### src/hw/slc_pkg.sv
// shared constants and types for the speaker and line-output control block
package slc_pkg;
	localparam int CLK_HZ = 10_000_000;
	localparam int RAMP_MS = 300;
	localparam logic [21:0] RAMP_CYCLES = 22'(RAMP_MS * (CLK_HZ / 1000));
	localparam logic [10:0] REC_PERIOD_FAST = 11'h200;
	localparam logic [10:0] REC_PERIOD_SLOW = 11'h400;
	localparam logic [5:0] GAIN_MIN = 6'h00;
	localparam logic [5:0] GAIN_FIX = 6'h09;
	localparam logic [5:0] GAIN_START = 6'h0c;
	localparam logic [5:0] LIM_STEP = 6'h01;
	localparam logic [6:0] REC_STEP = 7'h02;
	localparam logic [5:0] CEIL_RST = 6'h10;
	localparam logic [7:0] CTRL_RST = 8'h00;
	localparam logic [3:0] OFS_CTRL = 4'h0;
	localparam logic [3:0] OFS_CEIL = 4'h4;
	localparam logic [3:0] OFS_STAT = 4'h8;
	localparam logic [1:0] RESP_OKAY = 2'h0;
	localparam logic [1:0] RESP_SLVERR = 2'h2;
	localparam int SYN_FS = 0;
	localparam int SYN_ABOVE = 1;
	localparam int SYN_BELOW = 2;
	localparam int SYN_ZERO = 3;

	typedef enum logic [2:0] {LO_OFF, LO_RAMPUP, LO_SAVE, LO_ACTIVE, LO_RAMPDN} slc_lo_type;

	typedef struct packed {
		logic       recSel;
		logic       alcEn;
		logic [1:0] gainSel;
		logic       spkEn;
		logic       spkPower;
		logic       loSave;
		logic       loPower;
	} slc_ctrl_type;

	typedef struct packed {
		logic       mixerHiZ;
		logic       spkPosHiZ;
		logic       spkNegHiZ;
		logic       spkNegMid;
		logic       ampOn;
		logic       loEnable;
		logic       loSaveMode;
		logic       loRampUp;
		logic       loRampDown;
		logic       loPulldown;
	} slc_out_type;

	typedef struct packed {
		logic         awRdy;
		logic         wRdy;
		logic         awHave;
		logic         wHave;
		logic [3:0]   awAddr;
		logic [7:0]   wData;
		logic         wStrb0;
		logic         bValid;
		logic [1:0]   bResp;
		logic         arRdy;
		logic         rValid;
		logic [31:0]  rData;
		logic [1:0]   rResp;
		slc_ctrl_type ctrl;
		logic [5:0]   ceil;
		logic [3:0]   synA;
		logic [3:0]   synB;
		logic [3:0]   synC;
		logic [3:0]   filt;
		slc_lo_type   lo;
		logic [21:0]  rampCnt;
		logic         initBusy;
		logic [10:0]  initCnt;
		logic [5:0]   gain;
		logic         limPhase;
		logic [10:0]  recCnt;
		logic         recArmed;
		slc_out_type  out;
	} slc_state_type;
endpackage

### src/hw/slc_speaker_lineout_ctrl.sv
// speaker level control, speaker power states and line-output pop-reduction sequencing
// Contract
// - save bit forces line output into power-save first
// - power-up in save ramps output to common voltage
// - power-down in save ramps output to ground
// - two-bit select sets speaker amplifier gain
// - speaker power zero: all speaker pins high-impedance
// - power on, output disabled: amplifier power-save
// - level control runs only when enabled
// - limiter drops one step every two samples
// - recovery raises two steps at zero crossing
// - recovery never exceeds programmed gain ceiling
// - hold band keeps gain unchanged
// - speaker power-up runs fixed-gain initialization cycle
// - disabled level control fixes gain at code
`timescale 1ns/100ps
module slc_speaker_lineout_ctrl
	import slc_pkg::*;
#(
	parameter logic [21:0] RAMP_LEN = RAMP_CYCLES
) (
	input  wire logic        core_clk,
	input  wire logic        rst,
	input  wire logic        s_axi_awvalid,
	output logic             s_axi_awready,
	input  wire logic [31:0] s_axi_awaddr,
	input  wire logic        s_axi_wvalid,
	output logic             s_axi_wready,
	input  wire logic [31:0] s_axi_wdata,
	input  wire logic [3:0]  s_axi_wstrb,
	output logic             s_axi_bvalid,
	input  wire logic        s_axi_bready,
	output logic [1:0]       s_axi_bresp,
	input  wire logic        s_axi_arvalid,
	output logic             s_axi_arready,
	input  wire logic [31:0] s_axi_araddr,
	output logic             s_axi_rvalid,
	input  wire logic        s_axi_rready,
	output logic [31:0]      s_axi_rdata,
	output logic [1:0]       s_axi_rresp,
	input  wire logic        fsClk,
	input  wire logic        levelAbove,
	input  wire logic        levelBelow,
	input  wire logic        zeroCross,
	output logic [1:0]       speakerGainSel,
	output logic [5:0]       levelGain,
	output slc_out_type      pinCtrl
);
	slc_state_type st;
	slc_state_type next_st;
	slc_state_type stRst;
	logic          fsTick;
	logic          zeroTick;
	logic          run;
	logic [10:0]   recPeriod;
	logic [6:0]    gainUp;

	always_comb begin
		stRst = '0;
		stRst.lo = LO_OFF;
		stRst.ctrl = CTRL_RST;
		stRst.ceil = CEIL_RST;
		stRst.gain = GAIN_FIX;
		stRst.out = 10'h000;
		stRst.out.mixerHiZ = 1'b1;
		stRst.out.spkPosHiZ = 1'b1;
		stRst.out.spkNegHiZ = 1'b1;
		stRst.out.loPulldown = 1'b1;
	end

	always_comb begin
		next_st = st;
		fsTick = 1'b0;
		zeroTick = 1'b0;
		// pins and fs come from outside: three stages, accept once stages two and three agree
		next_st.synA = {zeroCross, levelBelow, levelAbove, fsClk};
		next_st.synB = st.synA;
		next_st.synC = st.synB;
		for (int i = 0; i < 4; i++) begin
			if (st.synB[i] == st.synC[i]) begin
				next_st.filt[i] = st.synB[i];
			end
		end
		fsTick = next_st.filt[SYN_FS] && !st.filt[SYN_FS];
		zeroTick = next_st.filt[SYN_ZERO] && !st.filt[SYN_ZERO];

		// write channel: address and data may arrive in either order
		if (st.bValid && s_axi_bready) begin
			next_st.bValid = 1'b0;
		end
		if (s_axi_awvalid && st.awRdy) begin
			next_st.awHave = 1'b1;
			next_st.awAddr = s_axi_awaddr[3:0];
		end
		if (s_axi_wvalid && st.wRdy) begin
			next_st.wHave = 1'b1;
			next_st.wData = s_axi_wdata[7:0];
			next_st.wStrb0 = s_axi_wstrb[0];
		end
		if (st.awHave && st.wHave && !st.bValid) begin
			next_st.awHave = 1'b0;
			next_st.wHave = 1'b0;
			next_st.bValid = 1'b1;
			next_st.bResp = RESP_OKAY;
			case (st.awAddr)
				OFS_CTRL: begin
					if (st.wStrb0) begin
						next_st.ctrl = st.wData;
					end
				end
				OFS_CEIL: begin
					// period select and ceiling are taken as written; host keeps them static while powered
					if (st.wStrb0) begin
						next_st.ceil = st.wData[5:0];
					end
				end
				OFS_STAT: next_st.bResp = RESP_OKAY;
				default: next_st.bResp = RESP_SLVERR;
			endcase
		end
		next_st.awRdy = !next_st.awHave && !next_st.bValid;
		next_st.wRdy = !next_st.wHave && !next_st.bValid;

		// read channel
		if (st.rValid && s_axi_rready) begin
			next_st.rValid = 1'b0;
		end
		if (s_axi_arvalid && st.arRdy) begin
			next_st.rValid = 1'b1;
			next_st.rResp = RESP_OKAY;
			case (s_axi_araddr[3:0])
				OFS_CTRL: next_st.rData = {24'h000000, st.ctrl};
				OFS_CEIL: next_st.rData = {26'h0000000, st.ceil};
				OFS_STAT: next_st.rData = {20'h00000, 1'b0, st.lo, 1'b0, st.initBusy, st.gain};
				default: begin
					next_st.rData = 32'h00000000;
					next_st.rResp = RESP_SLVERR;
				end
			endcase
		end
		next_st.arRdy = !next_st.rValid;

		// line output sequencing
		case (st.lo)
			LO_OFF: begin
				next_st.rampCnt = 22'h000000;
				if (st.ctrl.loPower) begin
					next_st.lo = st.ctrl.loSave ? LO_RAMPUP : LO_ACTIVE;
				end
			end
			LO_RAMPUP: begin
				next_st.rampCnt = st.rampCnt + 22'h000001;
				if (!st.ctrl.loPower) begin
					next_st.lo = st.ctrl.loSave ? LO_RAMPDN : LO_OFF;
					next_st.rampCnt = 22'h000000;
				end else if (st.rampCnt == RAMP_LEN - 22'h000001) begin
					next_st.lo = LO_SAVE;
				end
			end
			LO_SAVE: begin
				next_st.rampCnt = 22'h000000;
				if (!st.ctrl.loPower) begin
					next_st.lo = LO_RAMPDN;
				end else if (!st.ctrl.loSave) begin
					next_st.lo = LO_ACTIVE;
				end
			end
			LO_ACTIVE: begin
				// save is checked ahead of power so a power change with the save bit set never skips the save state
				if (st.ctrl.loSave) begin
					next_st.lo = LO_SAVE;
				end else if (!st.ctrl.loPower) begin
					next_st.lo = LO_OFF;
				end
			end
			LO_RAMPDN: begin
				next_st.rampCnt = st.rampCnt + 22'h000001;
				if (st.ctrl.loPower) begin
					next_st.lo = LO_RAMPUP;
					next_st.rampCnt = 22'h000000;
				end else if (st.rampCnt == RAMP_LEN - 22'h000001) begin
					next_st.lo = LO_OFF;
				end
			end
			default: next_st.lo = LO_OFF;
		endcase

		// speaker initialization after power rises
		recPeriod = st.ctrl.recSel ? REC_PERIOD_SLOW : REC_PERIOD_FAST;
		run = st.ctrl.spkPower && st.ctrl.alcEn && !st.initBusy;
		gainUp = {1'b0, st.gain} + REC_STEP;
		if (!st.ctrl.spkPower) begin
			next_st.initBusy = 1'b0;
			next_st.gain = GAIN_FIX;
		end else if (st.initBusy) begin
			next_st.gain = GAIN_FIX;
			if (fsTick) begin
				next_st.initCnt = st.initCnt + 11'h001;
				if (st.initCnt == recPeriod - 11'h001) begin
					next_st.initBusy = 1'b0;
					next_st.gain = st.ctrl.alcEn ? GAIN_START : GAIN_FIX;
				end
			end
		end else if (!st.ctrl.alcEn) begin
			next_st.gain = GAIN_FIX;
		end
		if (!run || !st.filt[SYN_BELOW] || st.filt[SYN_ABOVE]) begin
			next_st.recCnt = 11'h000;
			next_st.recArmed = 1'b0;
		end
		if (!run || !st.filt[SYN_ABOVE]) begin
			next_st.limPhase = 1'b0;
		end
		if (run && st.filt[SYN_ABOVE]) begin
			if (fsTick) begin
				next_st.limPhase = !st.limPhase;
				if (st.limPhase && st.gain != GAIN_MIN) begin
					next_st.gain = st.gain - LIM_STEP;
				end
			end
		end else if (run && st.filt[SYN_BELOW]) begin
			// armed recovery waits for a zero crossing, but a full period more acts as timeout
			if (fsTick) begin
				next_st.recCnt = st.recCnt + 11'h001;
				if (st.recCnt == recPeriod - 11'h001) begin
					next_st.recCnt = 11'h000;
					next_st.recArmed = 1'b1;
				end
			end
			if (st.recArmed && (zeroTick || (fsTick && st.recCnt == recPeriod - 11'h001))) begin
				next_st.recArmed = 1'b0;
				next_st.recCnt = 11'h000;
				if (st.gain < st.ceil) begin
					next_st.gain = (gainUp > {1'b0, st.ceil}) ? st.ceil : gainUp[5:0];
				end
			end
		end
		// between the two thresholds neither branch fires: gain holds
		if (next_st.ctrl.spkPower && !st.ctrl.spkPower) begin
			next_st.initBusy = 1'b1;
			next_st.initCnt = 11'h000;
			next_st.gain = GAIN_FIX;
		end

		// pin controls, decoded from the next state so they line up with it
		next_st.out.mixerHiZ = !next_st.ctrl.spkPower;
		next_st.out.spkNegHiZ = !next_st.ctrl.spkPower;
		next_st.out.spkPosHiZ = !(next_st.ctrl.spkPower && next_st.ctrl.spkEn);
		next_st.out.spkNegMid = next_st.ctrl.spkPower && !next_st.ctrl.spkEn;
		next_st.out.ampOn = next_st.ctrl.spkPower && next_st.ctrl.spkEn;
		next_st.out.loEnable = next_st.lo == LO_ACTIVE;
		// an unpowered output with the save bit set already sits in power-save
		next_st.out.loSaveMode = (next_st.lo inside {LO_RAMPUP, LO_SAVE, LO_RAMPDN})
			|| (next_st.lo == LO_OFF && next_st.ctrl.loSave);
		next_st.out.loRampUp = next_st.lo == LO_RAMPUP;
		next_st.out.loRampDown = next_st.lo == LO_RAMPDN;
		next_st.out.loPulldown = next_st.lo == LO_OFF && !next_st.ctrl.loSave;
	end

	always_ff @(posedge core_clk) begin
		if (rst) begin
			st <= stRst;
		end else begin
			st <= next_st;
		end
	end

	assign s_axi_awready = st.awRdy;
	assign s_axi_wready = st.wRdy;
	assign s_axi_bvalid = st.bValid;
	assign s_axi_bresp = st.bResp;
	assign s_axi_arready = st.arRdy;
	assign s_axi_rvalid = st.rValid;
	assign s_axi_rdata = st.rData;
	assign s_axi_rresp = st.rResp;
	assign speakerGainSel = st.ctrl.gainSel;
	assign levelGain = st.gain;
	assign pinCtrl = st.out;

	a_save_first: assert property (@(posedge core_clk) disable iff (rst)
		(st.lo == LO_ACTIVE && st.ctrl.loSave) |=> (st.lo == LO_SAVE && !pinCtrl.loEnable))
		else $error("save bit did not leave active line output");
	a_ramp_up_end: assert property (@(posedge core_clk) disable iff (rst)
		(st.lo == LO_RAMPUP && st.ctrl.loPower && st.rampCnt == RAMP_LEN - 22'h000001)
		|=> (st.lo == LO_SAVE && !pinCtrl.loRampUp))
		else $error("ramp up did not end on time");
	a_ramp_dn_end: assert property (@(posedge core_clk) disable iff (rst)
		(st.lo == LO_RAMPDN && !st.ctrl.loPower && st.rampCnt == RAMP_LEN - 22'h000001)
		|=> (st.lo == LO_OFF && pinCtrl.loSaveMode == st.ctrl.loSave))
		else $error("ramp down did not end on time");
	a_gain_select: assert property (@(posedge core_clk) disable iff (rst)
		$changed(speakerGainSel) |-> $past(st.bValid) == 1'b0 && st.bValid)
		else $error("gain select changed without a write");
	a_spk_off: assert property (@(posedge core_clk) disable iff (rst)
		!st.ctrl.spkPower |-> (pinCtrl.mixerHiZ && pinCtrl.spkPosHiZ && pinCtrl.spkNegHiZ))
		else $error("unpowered speaker pins not high impedance");
	a_spk_save: assert property (@(posedge core_clk) disable iff (rst)
		(st.ctrl.spkPower && !st.ctrl.spkEn)
		|-> (pinCtrl.spkPosHiZ && !pinCtrl.spkNegHiZ && pinCtrl.spkNegMid && !pinCtrl.ampOn))
		else $error("speaker power-save pins wrong");
	a_alc_off: assert property (@(posedge core_clk) disable iff (rst)
		(!st.ctrl.alcEn && !$past(st.ctrl.alcEn)) |-> levelGain == GAIN_FIX)
		else $error("disabled level control gain not fixed");
	a_limit_step: assert property (@(posedge core_clk) disable iff (rst)
		(run && levelGain != GAIN_FIX && $past(run) && levelGain < $past(levelGain))
		|-> (levelGain == $past(levelGain) - LIM_STEP && $past(st.limPhase) && $past(fsTick)))
		else $error("limiter step wrong");
	a_rec_ceiling: assert property (@(posedge core_clk) disable iff (rst)
		($past(run) && run && levelGain > $past(levelGain)) |-> (levelGain <= st.ceil
		&& levelGain - $past(levelGain) <= REC_STEP[5:0] && $past(st.recArmed)))
		else $error("recovery passed ceiling or step");
	a_hold_band: assert property (@(posedge core_clk) disable iff (rst)
		(run && !st.filt[SYN_ABOVE] && !st.filt[SYN_BELOW]) ##1 run |-> $stable(levelGain))
		else $error("gain moved inside hold band");
	a_init_start: assert property (@(posedge core_clk) disable iff (rst)
		$rose(st.ctrl.spkPower) |-> (st.initBusy && levelGain == GAIN_FIX) ##1 st.initBusy)
		else $error("initialization did not start");
	a_init_end: assert property (@(posedge core_clk) disable iff (rst)
		($fell(st.initBusy) && st.ctrl.spkPower && st.ctrl.alcEn) |-> levelGain == GAIN_START)
		else $error("level control did not start from start code");
	a_off_save: assert property (@(posedge core_clk) disable iff (rst)
		(st.lo == LO_OFF && st.ctrl.loSave)
		|-> (pinCtrl.loSaveMode && !pinCtrl.loPulldown && !pinCtrl.loEnable))
		else $error("save bit did not hold line output in power-save");
	a_ramp_up_go: assert property (@(posedge core_clk) disable iff (rst)
		(st.lo == LO_OFF && st.ctrl.loPower && st.ctrl.loSave)
		|=> (st.lo == LO_RAMPUP && pinCtrl.loRampUp && st.rampCnt == 22'h000000))
		else $error("ramp up did not start from power-save");
	a_ramp_dn_go: assert property (@(posedge core_clk) disable iff (rst)
		(st.lo == LO_SAVE && !st.ctrl.loPower)
		|=> (st.lo == LO_RAMPDN && pinCtrl.loRampDown && st.rampCnt == 22'h000000))
		else $error("ramp down did not start from power-save");
	a_gain_floor: assert property (@(posedge core_clk) disable iff (rst)
		($past(run) && run && $past(levelGain) == GAIN_MIN) |-> levelGain <= REC_STEP[5:0])
		else $error("level gain wrapped below its lowest code");
endmodule

### config.mk
export PLATFORM = sky130hd
export DESIGN_NAME = slc_speaker_lineout_ctrl
export DESIGN_NICKNAME = d
export VERILOG_FILES = /design/src/hw/slc_pkg.sv /design/src/hw/slc_speaker_lineout_ctrl.sv
export SDC_FILE = /design/constraint.sdc
export NUM_CORES = 1
export LEC_CHECK = 0
export BUFFER_PORTS_ARGS = -buffer_cell sky130_fd_sc_hd__buf_2
export CAP_MARGIN = 40
export CORE_UTILIZATION = 35
export DETAILED_ROUTE_END_ITERATION = 6
export SLEW_MARGIN = 15
export SYNTH_ARGS = -nofsm -noshare
export SYNTH_HDL_FRONTEND = slang
export SYNTH_SLANG_ARGS = --single-unit
### constraint.sdc
create_clock -name core_clk -period 2.9 [get_ports core_clk]
set_input_delay 0.58 -clock core_clk [delete_from_list [all_inputs] [get_ports core_clk]]
set_output_delay 0.58 -clock core_clk [all_outputs]
set_load 0.01 [all_outputs]
==> results of run 1 <==
routing by layer:
metal	global-route usage	vias to the layer above	routed length, um
li1	-	2474	-
met1	0.2002	2297	6355
met2	0.2451	92	6172
met3	0.04092	18	435
met4	0.05181	0	229
met5	0	-	0
worst max path at each step:
stage | startpoint | end | cells after the start
after floorplan | levelGain[2] | levelGain[5] | 10
after global placement | levelGain[1] | levelGain[4] | 10
after detailed placement | levelGain[1] | levelGain[4] | 10
after CTS | levelGain[1] | flop | 11
after global routing | levelGain[2] | flop | 11
final | levelGain[2] | flop | 11
where the power goes:
part / leakage (nW) / switching, mW / internal, mW
combinational: 1.40 / 0.0775 / 0.0410
clock: 0.288 / 0.822 / 1.33
sequential: 1.04 / 0.0162 / 1.78
cells in the mapped netlist (3+ instances only):
library cell               number  area, um^2
sky130_fd_sc_hd__nor2_1        95       356.6
sky130_fd_sc_hd__nand3_1       35       175.2
sky130_fd_sc_hd__buf_2          4       20.02
sky130_fd_sc_hd__xor2_1        24       210.2
sky130_fd_sc_hd__a211oi_1       3       22.52
sky130_fd_sc_hd__nand4_1       10       62.56
sky130_fd_sc_hd__a22oi_1        7       52.55
sky130_fd_sc_hd__nor2b_1       18       112.6
sky130_fd_sc_hd__mux2_2         6       67.56
sky130_fd_sc_hd__a31oi_1        3       18.77
sky130_fd_sc_hd__a21oi_1       49       245.2
sky130_fd_sc_hd__buf_1          3       11.26
sky130_fd_sc_hd__xnor2_1       20       175.2
sky130_fd_sc_hd__buf_4         54       405.4
sky130_fd_sc_hd__and3b_1        4       35.03
sky130_fd_sc_hd__ha_1          19       237.7
sky130_fd_sc_hd__mux2i_1       18       180.2
sky130_fd_sc_hd__clkbuf_1      21       78.83
sky130_fd_sc_hd__or3_1          6       37.54
sky130_fd_sc_hd__o21ai_1        6       30.03
sky130_fd_sc_hd__dfxtp_1      128        2562
sky130_fd_sc_hd__nor3_1        17       85.08
sky130_fd_sc_hd__nand4b_1       4       35.03
sky130_fd_sc_hd__inv_1         16       60.06
sky130_fd_sc_hd__and2_1         8       50.05
sky130_fd_sc_hd__o21ai_0       15       75.07
sky130_fd_sc_hd__and3_1        11       68.82
sky130_fd_sc_hd__nand2_1       64       240.2
metrics by stage:
| stage | hold slack [ps] | util | total power [mW] | std cells |
|---|---|---|---|---|
| final | 376.0 | 0.4079 | 4.067 | 994 |
| after global routing | 372.9 | 0.4079 | 4.223 | 994 |
| after CTS | 359.6 | 0.4075 | 4.120 | 994 |
| after detailed placement | 427.6 | 0.3725 | 1.957 | 962 |
| after global placement | 424.9 | 0.3725 | 1.956 | 962 |
| after floorplan | 413.8 | - | 1.937 | 744 |
state kept, by name (all words and copies together) (netlist names), named ones only:
register,cells
speakerGainSel,2
s_axi_wready,1
s_axi_arready,1
s_axi_rvalid,1
st,85
levelGain,5
s_axi_bvalid,1
s_axi_rdata,11
s_axi_awready,1
s_axi_bresp,1
next_st,8
pinCtrl,9
s_axi_rresp,1
kinds of logic after synthesis:
logic type | share of synthesized area
flops | 0.4140
fa+ha+maj | 0.04023
buf+inv | 0.09359
other cells | 0.0006058
compound gates | 0.1069
simple gates | 0.2424
mux | 0.04002
xor+xnor | 0.06226
area by class of cell:
type                       count  area (um^2)  area share
multi-input combinational    517         3137      0.4446
sequential                   128         2564      0.3634
clock buffer                  19        452.9     0.06420
timing repair buffer          75        405.4     0.05746
tap                          225        281.5     0.03990
clock inverter                13        151.4     0.02146
inverter                      17        63.81    0.009044
==> qor.log, run 1 <==
qor: timing.hold_viol 0
qor: logic_synthesis.synth_enable_flop_cells 0
qor: clock_tree.clock_tree_from_tritoncts yes
qor: critical_path.slowest_delay 450 ps
qor: clock_tree.ctsRootBufferMaster sky130_fd_sc_hd__clkbuf_16
qor: route.drtPass1Iterations 4
qor: cells_and_area.area_added_between_synthesis_and_finish 13.99%
qor: timing.timing.final.ws_setup 220.3 ps
qor: critical_path.cp.buffers_inverters 1
qor: cells_and_area.most_common_library_cell_in_the_layout_ignoring_fill_and_taps sky130_fd_sc_hd__dfxtp_1
qor: global_routing.grt_max_degree 53
qor: placement.placed_area 6444 um^2
qor: cells_and_area.area_of_all_placed_cells_without_fillers 7056 um^2
qor: floorplanning.floorplan.die.width 135.0 um
qor: logic_synthesis.synth_seq_area_share 0.4140
qor: outcome.run_status finished clean
qor: timing.drv_slew 0
qor: floorplanning.floorplan.die.height 135.0 um
qor: critical_path.rr_worst_depth 11
qor: clock_tree.post-cts-setup-buffers 0
qor: floorplanning.dieArea 18220 um^2
qor: critical_path.crit_slowest_cell sky130_fd_sc_hd__dfxtp_1
qor: global_routing.grt_overflow_total 0
qor: critical_path.timing.setup.critical_path_class flop to flop
qor: logic_synthesis.synth-warning-count 0
qor: min_path.hold_path_class primary input to flop
qor: logic_synthesis.synth_area 6190 um^2
qor: critical_path.timing.rr.start levelGain[2]
qor: cells_and_area.layout-drive-gt1-share 0.1704
qor: cells_and_area.layout.cells.most_common_list sky130_fd_sc_hd__dfxtp_1, sky130_fd_sc_hd__nor2_1, sky130_fd_sc_hd__nand2_1
qor: route.detail_route.iter0.violations 240
qor: logic_synthesis.synthesis.area_per_instance 8.573 um^2
qor: logic_synthesis.asyncSetResetFlopFracSynth 0
qor: min_path.min_path_cells 2
qor: pwr.pwr_density_cell 576.4 nW/um^2
qor: timing.slew_headroom 0.5907
qor: timing.fmaxAchievable 0.3732 GHz
qor: logic_synthesis.synthesis.instances 722
qor: cells_and_area.design.final.nets 886
qor: floorplanning.fp-row-count 48
qor: critical_path.timing.critical_path.arrival 2970 ps
qor: clock_tree.total_of_cells_resized_after_clock_tree_synthesis 0
qor: global_routing.number_of_global_route_vias_before_repair 4585
qor: critical_path.timing.critical_path.max_delay_family adder cells
qor: timing.worst_slew_pin_slew 614.0 ps
qor: floorplanning.io_pins 170
qor: flow_run.max_cap_viol_count 0
qor: route.post_drt_wl_per_cell 13.27 um
qor: critical_path.worst-r2r-setup-slack 220 ps
qor: route.routed-via-count 4881
qor: cells_and_area.final.fill_count 1767
qor: timing.rsz_0062_raised_after_global_routing no
qor: min_path.worstHoldEndpoint next_st[76]
qor: route.drt_drc 0
qor: timing.min_period 2680 ps
qor: clock_tree.clkSinkCount 128
qor: critical_path.cp_cell_sequence ha_1 -> nand3_1 -> xnor2_1 -> ha_1 -> nand3_1 -> a21oi_1 -> o22a_1 -> nor2_1 -> buf_4 -> mux2i_1 -> o211ai_1
qor: critical_path.start_kind flop
qor: pwr.leakage 2.725 nW
qor: logic_synthesis.synth-seq-cells 128
qor: clock_tree.h_tree_depth_reported_by_cts 4
qor: clock_tree.clk-insertion-delay-late 410 ps
qor: floorplanning.floorplan.initialDensity 0.3579
qor: pwr.power.ir.vdd_worst 0.0003810 V
qor: clock_tree.clkTransAtPathRegs 60 ps
qor: route.wire_length_reported_by_the_detailed_router 13.19 mm
qor: timing.final_setup_vio_count 0
qor: min_path.hold_path.startpoint levelBelow
qor: global_routing.initial_antenna_violation_count 0
qor: route.drtAntennaViolNets 0
qor: placement.finalWeightedCongestion 0.8016
qor: placement.preCtsSetupSlack 176.8 ps
qor: placement.dpl.hpwl 9.389 mm
qor: critical_path.worst-endpoint-required 3190 ps
qor: clock_tree.cts.path.max_buffers 2
qor: critical_path.worst_setup_path_end_kind flop
qor: floorplanning.core 17300 um^2
qor: logic_synthesis.synth_flop_cell sky130_fd_sc_hd__dfxtp_1
qor: route.drt-vias-per-instance 4.910
qor: critical_path.critPathMaxFanout 6
qor: logic_synthesis.ys_types 70
qor: cells_and_area.number_of_diodes 0
qor: timing.layout_worst_path_cycle_share 0.9240
qor: clock_tree.cts-buffers-inserted 17
qor: global_routing.grt_use_total 0.1537
qor: clock_tree.holdBufCountCts 0
qor: timing.finClkSkew 9.604 ps
qor: placement.buffer_ports.inserted 63
qor: global_routing.grt_pass1_wl 22.34 mm
qor: timing.setup_tns 0 ps
(Power assumes the default switching activity.)
==> inputs of run 2 (changes only) <==
- PLACE_DENSITY_LB_ADDON: not set -> 0.1
- clock period: 2.9 -> 3 ns (I/O delays scaled with it)
==> run 2 against run 1 <==
Effect of this change:
- via count up 1.1%
- register-to-register slack better by 50 ps
- maximum frequency shrank 1.8%
- largest cell class unchanged
- clock-buffer cell count increased by 2
- sequential power shrank 3%
- routed wire length increased by 8.7%
- critical path depth down 1
- highest routed layer unchanged
- critical path type unchanged
- non-clock buffer count down 1
- clock power increased by 5%
- flip-flop and latch count stayed put
- final cell count down 0.10%
==> qor.log, run 2 (same netlist as run 1, synthesis figures left out) <==
qor: cells_and_area.number_of_diodes 0 [unchanged]
qor: min_path.hold_path_class primary input to flop [unchanged]
qor: global_routing.grt_use_total 0.1649 [was 0.1537]
qor: critical_path.worst-endpoint-required 3290 ps [was 3190 ps]
qor: timing.fmaxAchievable 0.3663 GHz [was 0.3732 GHz]
qor: cells_and_area.register_area 2562 um^2 [was 2564 um^2]
qor: global_routing.initial_antenna_violation_count 0 [unchanged]
qor: global_routing.grt_pass1_wl 23.40 mm [was 22.34 mm]
qor: critical_path.crit_slowest_cell sky130_fd_sc_hd__dfxtp_1 [unchanged]
qor: timing.drv_slew 0 [unchanged]
qor: floorplanning.core 17300 um^2 [unchanged]
qor: floorplanning.floorplan.initialDensity 0.3579 [unchanged]
qor: critical_path.timing.rr.start levelGain[1] [was levelGain[2]]
qor: clock_tree.clkSinkCount 128 [unchanged]
qor: cells_and_area.design.final.nets 885 [was 886]
qor: critical_path.timing.critical_path.arrival 3020 ps [was 2970 ps]
qor: cells_and_area.area_of_all_placed_cells_without_fillers 7098 um^2 [was 7056 um^2]
qor: timing.worst_slew_pin_slew 652.8 ps [was 614.0 ps]
qor: clock_tree.h_tree_depth_reported_by_cts 4 [unchanged]
qor: clock_tree.clkTransAtPathRegs 60 ps [about the same]
qor: clock_tree.cts-buffers-inserted 17 [unchanged]
qor: cells_and_area.layout-drive-gt1-share 0.1654 [was 0.1704]
qor: clock_tree.post-cts-setup-buffers 0 [unchanged]
qor: timing.final_setup_vio_count 0 [unchanged]
qor: route.post_drt_wl_per_cell 14.45 um [was 13.27 um]
qor: timing.hold_slack 394.3 ps [was 376.0 ps]
qor: clock_tree.cts.path.max_buffers 2 [unchanged]
qor: outcome.run_status finished clean [unchanged]
qor: route.routed-via-count 4937 [was 4881]
qor: timing.hold_viol 0 [unchanged]
qor: timing.slew_headroom 0.5615 [was 0.5907]
qor: critical_path.critical_path.startpoint levelGain[1] [was levelGain[2]]
qor: placement.buffer_ports.inserted 63 [unchanged]
qor: timing.setup_tns 0 ps [unchanged]
qor: critical_path.start_kind flop [unchanged]
qor: pwr.power.ir.vdd_worst 0.0003583 V [was 0.0003810 V]
qor: cells_and_area.flip_flop_count_of_the_largest_register_after_layout 85 [unchanged]
qor: pwr.leakage 2.748 nW [was 2.725 nW]
qor: clock_tree.holdBufCountCts 0 [unchanged]
qor: cells_and_area.most_common_library_cell_in_the_layout_ignoring_fill_and_taps sky130_fd_sc_hd__dfxtp_1 [unchanged]
qor: floorplanning.floorplan.die.height 135.0 um [unchanged]
qor: critical_path.timing.critical_path.max_delay_family compound AO/OA/AOI/OAI gates [was adder cells]
qor: critical_path.timing.setup.critical_path_class flop to flop [unchanged]
qor: floorplanning.floorplan.die.width 135.0 um [unchanged]
qor: clock_tree.ctsRootBufferMaster sky130_fd_sc_hd__clkbuf_16 [unchanged]
qor: timing.finClkSkew 11.04 ps [was 9.604 ps]
qor: timing.layout_worst_path_cycle_share 0.9099 [was 0.9240]
qor: placement.placed_area 6449 um^2 [was 6444 um^2]
qor: route.detail_route.iter0.violations 262 [was 240]
qor: route.drtAntennaViolNets 0 [unchanged]
qor: critical_path.slowest_delay 540 ps [was 450 ps]
qor: cells_and_area.registers.top_by_ff_count st [unchanged]
qor: clock_tree.clk-insertion-delay-late 410 ps [about the same]
qor: cells_and_area.area_added_between_synthesis_and_finish 14.68% [was 13.99%]
qor: placement.finalWeightedCongestion 0.8177 [was 0.8016]
qor: floorplanning.io_pins 170 [unchanged]
qor: placement.dp_cells 961 [was 962]
qor: cells_and_area.layout.cells.most_common_list sky130_fd_sc_hd__dfxtp_1, sky130_fd_sc_hd__nor2_1, sky130_fd_sc_hd__nand2_1 [unchanged]
qor: pwr.pwr_density_cell 579.5 nW/um^2 [was 576.4 nW/um^2]
qor: cells_and_area.multi_input_area 3131 um^2 [was 3137 um^2]
qor: flow_run.max_cap_viol_count 0 [unchanged]
qor: route.drt-vias-per-instance 4.972 [was 4.910]
qor: critical_path.cp_cell_sequence ha_1 -> nand3_1 -> xnor2_1 -> ha_1 -> a21oi_1 -> nand2_1 -> o22a_1 -> nor2_1 -> o21ai_0 -> o311a_1 [was ha_1 -> nand3_1 -> xnor2_1 -> ha_1 -> nand3_1 -> a21oi_1 -> o22a_1 -> nor2_1 -> buf_4 -> mux2i_1 -> o211ai_1]
qor: floorplanning.fp-row-count 48 [unchanged]
qor: critical_path.crit_top_cell sky130_fd_sc_hd__ha_1
qor: critical_path.critPathMaxFanout 9 [was 6]
qor: critical_path.cp.buffers_inverters 0 [was 1]
qor: route.drtPass1Iterations 4 [unchanged]
qor: pwr.report.power.total 4.114 mW [was 4.067 mW]
qor: placement.dpl.hpwl 10.33 mm [was 9.389 mm]
qor: critical_path.worst_setup_path_end_kind flop [unchanged]
qor: cells_and_area.fin_cells 993 [was 994]
qor: global_routing.grt_max_degree 55 [was 53]
qor: timing.rsz_0062_raised_after_global_routing no [unchanged]
qor: floorplanning.dieArea 18220 um^2 [unchanged]
qor: global_routing.grt_overflow_total 0 [unchanged]
qor: global_routing.number_of_global_route_vias_before_repair 4724 [was 4585]
qor: clock_tree.clock_tree_from_tritoncts yes [unchanged]
qor: route.drt_drc 0 [unchanged]
qor: timing.min_period 2730 ps [was 2680 ps]
qor: min_path.hold_path.startpoint zeroCross [was levelBelow]
qor: route.wire_length_reported_by_the_detailed_router 14.35 mm [was 13.19 mm]
qor: clock_tree.total_of_cells_resized_after_clock_tree_synthesis 0 [unchanged]
qor: cells_and_area.final.fill_count 1759 [was 1767]
run 2: final timing paths:
path                       end  slack [ps]  cells after the start
setup / recovery  levelGain[5]         270                     10
hold / removal     next_st[77]         390                      2
setup reg to reg  levelGain[5]         270                     10
hold reg to reg    next_st[73]         440                      1
run 2: routing by layer:
metal	routed length, um	global-route usage	up-vias
li1	-	-	2474
met1	7052	0.2214	2324
met2	6546	0.2563	125
met3	559	0.03866	14
met4	186	0.06117	0
met5	0	0	-
run 2: layout make-up:
type | instances | share of cell area
clock buffer | 21 | 0.06628
clock inverter | 11 | 0.02521
inverter | 17 | 0.008990
multi-input combinational | 517 | 0.4410
sequential | 128 | 0.3610
tap | 225 | 0.03966
timing repair buffer | 74 | 0.05782
run 2: through the flow:
stage	utilization	worst slack, ps
floorplan	-	552.4
global placement	0.3728	288.5
detailed placement	0.3728	295.5
CTS	0.4104	269.7
global route	0.4104	21.43
finish	0.4104	270.3
run 2: report_power, final:
| group | total, mW | internal [mW] | switching, mW |
|---|---|---|---|
| Sequential | 1.74 | 1.72 | 0.0167 |
| Combinational | 0.117 | 0.0408 | 0.0757 |
| Clock | 2.26 | 1.47 | 0.789 |
==> inputs of run 3 (changes only) <==
- BUFFER_PORTS_ARGS: -buffer_cell sky130_fd_sc_hd__buf_2 -> -buffer_cell sky130_fd_sc_hd__clkbuf_2
==> run 3 against run 2 <==
Effect of this change:
- final area decreased by 0.79%
- largest power group unchanged
- final cell count shrank 0.10%
- die area stayed put
- critical path type unchanged
- largest cell class unchanged
- core utilization down 0.33 points
- non-clock buffer count unchanged
- clock skew decreased by 2.8 ps
- via count is 1.1% lower
- register-to-register slack worse by 20 ps
- sequential share of layout area up 0.29 points
==> qor.log, run 3 (same netlist as run 1, synthesis figures left out) <==
qor: route.drt-vias-per-instance 4.924 [was 4.972]
qor: clock_tree.h_tree_depth_reported_by_cts 4 [unchanged]
qor: cells_and_area.number_of_diodes 0 [unchanged]
qor: route.routed-via-count 4885 [was 4937]
qor: timing.min_period 2750 ps [was 2730 ps]
qor: critical_path.critical_path.startpoint levelGain[1] [unchanged]
qor: outcome.run_status finished clean [unchanged]
qor: clock_tree.clock_tree_from_tritoncts yes [unchanged]
qor: critical_path.cp_cell_sequence inv_1 -> ha_1 -> ha_1 -> a21oi_1 -> a21oi_1 -> o22a_1 -> nor2_1 -> o21ai_0 -> o311a_1 [was ha_1 -> nand3_1 -> xnor2_1 -> ha_1 -> a21oi_1 -> nand2_1 -> o22a_1 -> nor2_1 -> o21ai_0 -> o311a_1]
qor: timing.slew_headroom 0.5518 [was 0.5615]
qor: cells_and_area.area_added_between_synthesis_and_finish 13.77% [was 14.68%]
qor: timing.fmaxAchievable 0.3636 GHz [was 0.3663 GHz]
qor: cells_and_area.final_core_util 0.4071 [was 0.4104]
qor: critical_path.timing.rr.start levelGain[1] [unchanged]
qor: timing.timing.final.ws_setup 250.1 ps [was 270.3 ps]
qor: timing.setup_tns 0 ps [unchanged]
qor: clock_tree.cts.path.max_buffers 2 [unchanged]
qor: clock_tree.clk-insertion-delay-late 410 ps [about the same]
qor: pwr.leakage 2.718 nW [was 2.748 nW]
qor: clock_tree.total_of_cells_resized_after_clock_tree_synthesis 0 [unchanged]
qor: placement.finalWeightedCongestion 0.8160 [was 0.8177]
qor: clock_tree.cts-buffers-inserted 17 [unchanged]
qor: critical_path.worst_setup_path_end_kind flop [unchanged]
qor: cells_and_area.layout-drive-gt1-share 0.1630 [was 0.1654]
qor: critical_path.cp.buffers_inverters 1 [was 0]
qor: placement.dpl.hpwl 10.41 mm [was 10.33 mm]
qor: timing.final_setup_vio_count 0 [unchanged]
qor: floorplanning.fp-row-count 48 [unchanged]
qor: route.drtPass1Iterations 4 [unchanged]
qor: cells_and_area.area_of_all_placed_cells_without_fillers 7042 um^2 [was 7098 um^2]
qor: critical_path.worst-endpoint-required 3300 ps [was 3290 ps]
qor: floorplanning.core 17300 um^2 [unchanged]
qor: route.drtAntennaViolNets 0 [unchanged]
qor: cells_and_area.design.final.nets 885 [unchanged]
qor: pwr.pwr_density_cell 563.4 nW/um^2 [was 579.5 nW/um^2]
qor: route.detail_route.iter0.violations 194 [was 262]
qor: placement.buffer_ports.inserted 63 [unchanged]
qor: critical_path.critPathMaxFanout 9 [unchanged]
qor: placement.preCtsSetupSlack 299.8 ps [was 295.5 ps]
qor: critical_path.timing.critical_path.max_delay_family compound AO/OA/AOI/OAI gates [unchanged]
qor: flow_run.max_cap_viol_count 0 [unchanged]
qor: timing.worst_slew_pin_slew 667.2 ps [was 652.8 ps]
qor: floorplanning.floorplan.initialDensity 0.3579 [unchanged]
qor: timing.finClkSkew 8.250 ps [was 11.04 ps]
qor: global_routing.grt_overflow_total 0 [unchanged]
qor: clock_tree.ctsRootBufferMaster sky130_fd_sc_hd__clkbuf_16 [unchanged]
qor: clock_tree.clkSinkCount 128 [unchanged]
qor: floorplanning.dieArea 18220 um^2 [unchanged]
qor: cells_and_area.most_common_library_cell_in_the_layout_ignoring_fill_and_taps sky130_fd_sc_hd__dfxtp_1 [unchanged]
qor: cells_and_area.layout.cells.most_common_list sky130_fd_sc_hd__dfxtp_1, sky130_fd_sc_hd__nor2_1, sky130_fd_sc_hd__nand2_1 [unchanged]
qor: placement.placed_area 6436 um^2 [was 6449 um^2]
qor: global_routing.grt_max_degree 54 [was 55]
qor: pwr.power.ir.vdd_worst 0.0003855 V [was 0.0003583 V]
qor: timing.rsz_0062_raised_after_global_routing no [unchanged]
qor: timing.hold_slack 395.4 ps [was 394.3 ps]
qor: floorplanning.io_pins 170 [unchanged]
qor: timing.layout_worst_path_cycle_share 0.9166 [was 0.9099]
qor: critical_path.crit_slowest_cell sky130_fd_sc_hd__dfxtp_1 [unchanged]
qor: min_path.hold_path.startpoint zeroCross [unchanged]
qor: floorplanning.floorplan.die.height 135.0 um [unchanged]
qor: critical_path.start_kind flop [unchanged]
qor: critical_path.timing.setup.critical_path_class flop to flop [unchanged]
qor: timing.drv_slew 0 [unchanged]
qor: clock_tree.clkTransAtPathRegs 60 ps [about the same]
qor: global_routing.grt_use_total 0.1665 [was 0.1649]
qor: critical_path.timing.critical_path.arrival 3050 ps [was 3020 ps]
qor: cells_and_area.registers.top_by_ff_count st [unchanged]
qor: global_routing.number_of_global_route_vias_before_repair 4747 [was 4724]
qor: route.wire_length_reported_by_the_detailed_router 14.21 mm [was 14.35 mm]
qor: clock_tree.post-cts-setup-buffers 0 [unchanged]
qor: min_path.hold_path_class primary input to flop [unchanged]
qor: clock_tree.holdBufCountCts 0 [unchanged]
qor: floorplanning.floorplan.die.width 135.0 um [unchanged]
qor: global_routing.initial_antenna_violation_count 0 [unchanged]
qor: global_routing.grt_pass1_wl 23.56 mm [was 23.40 mm]
qor: route.drt_drc 0 [unchanged]
qor: timing.hold_viol 0 [unchanged]
qor: route.post_drt_wl_per_cell 14.33 um [was 14.45 um]
qor: cells_and_area.flip_flop_count_of_the_largest_register_after_layout 85 [unchanged]
qor: critical_path.slowest_delay 550 ps [was 540 ps]
## run 3: routing by layer
layer,GRT usage,up-vias,part of all wire
li1,-,2473,-
met3,0.03941,16,0.035
met2,0.2563,113,0.45
met4,0.07428,0,0.017
met1,0.2204,2283,0.50
met5,0,-,0
## run 3: per-stage QoR
step	std cells	power [mW]
final	992	3.967
after global routing	992	4.125
after CTS	992	4.022
after detailed placement	961	1.894
after global placement	961	1.892
after floorplan	744	1.872
## run 3: final cells by class
| class | instances | area (um^2) |
|---|---|---|
| fillers | 1775 | 10250 |
| multi-input cells | 517 | 3131 |
| flip-flops and latches | 128 | 2562 |
| clock buffers | 22 | 474.2 |
| repair buffers | 74 | 397.9 |
| well taps | 225 | 281.5 |
| clock inverters | 9 | 131.4 |
| inverters | 17 | 63.81 |
## run 3: final timing paths
kind,slack [ps],cells after the start,endpoint
worst min-delay path,400,2,next_st[77]
worst max-delay path,250,9,levelGain[5]
worst min register to register,440,1,next_st[72]
worst max register to register,250,9,levelGain[5]
## run 3: power by group
| part | internal [mW] | switching, mW | total (mW) |
|---|---|---|---|
| clock | 1.37 | 0.742 | 2.11 |
| combinational | 0.0398 | 0.0751 | 0.115 |
| sequential | 1.72 | 0.0169 | 1.74 |
| total | 3.13 | 0.834 | 3.97 |
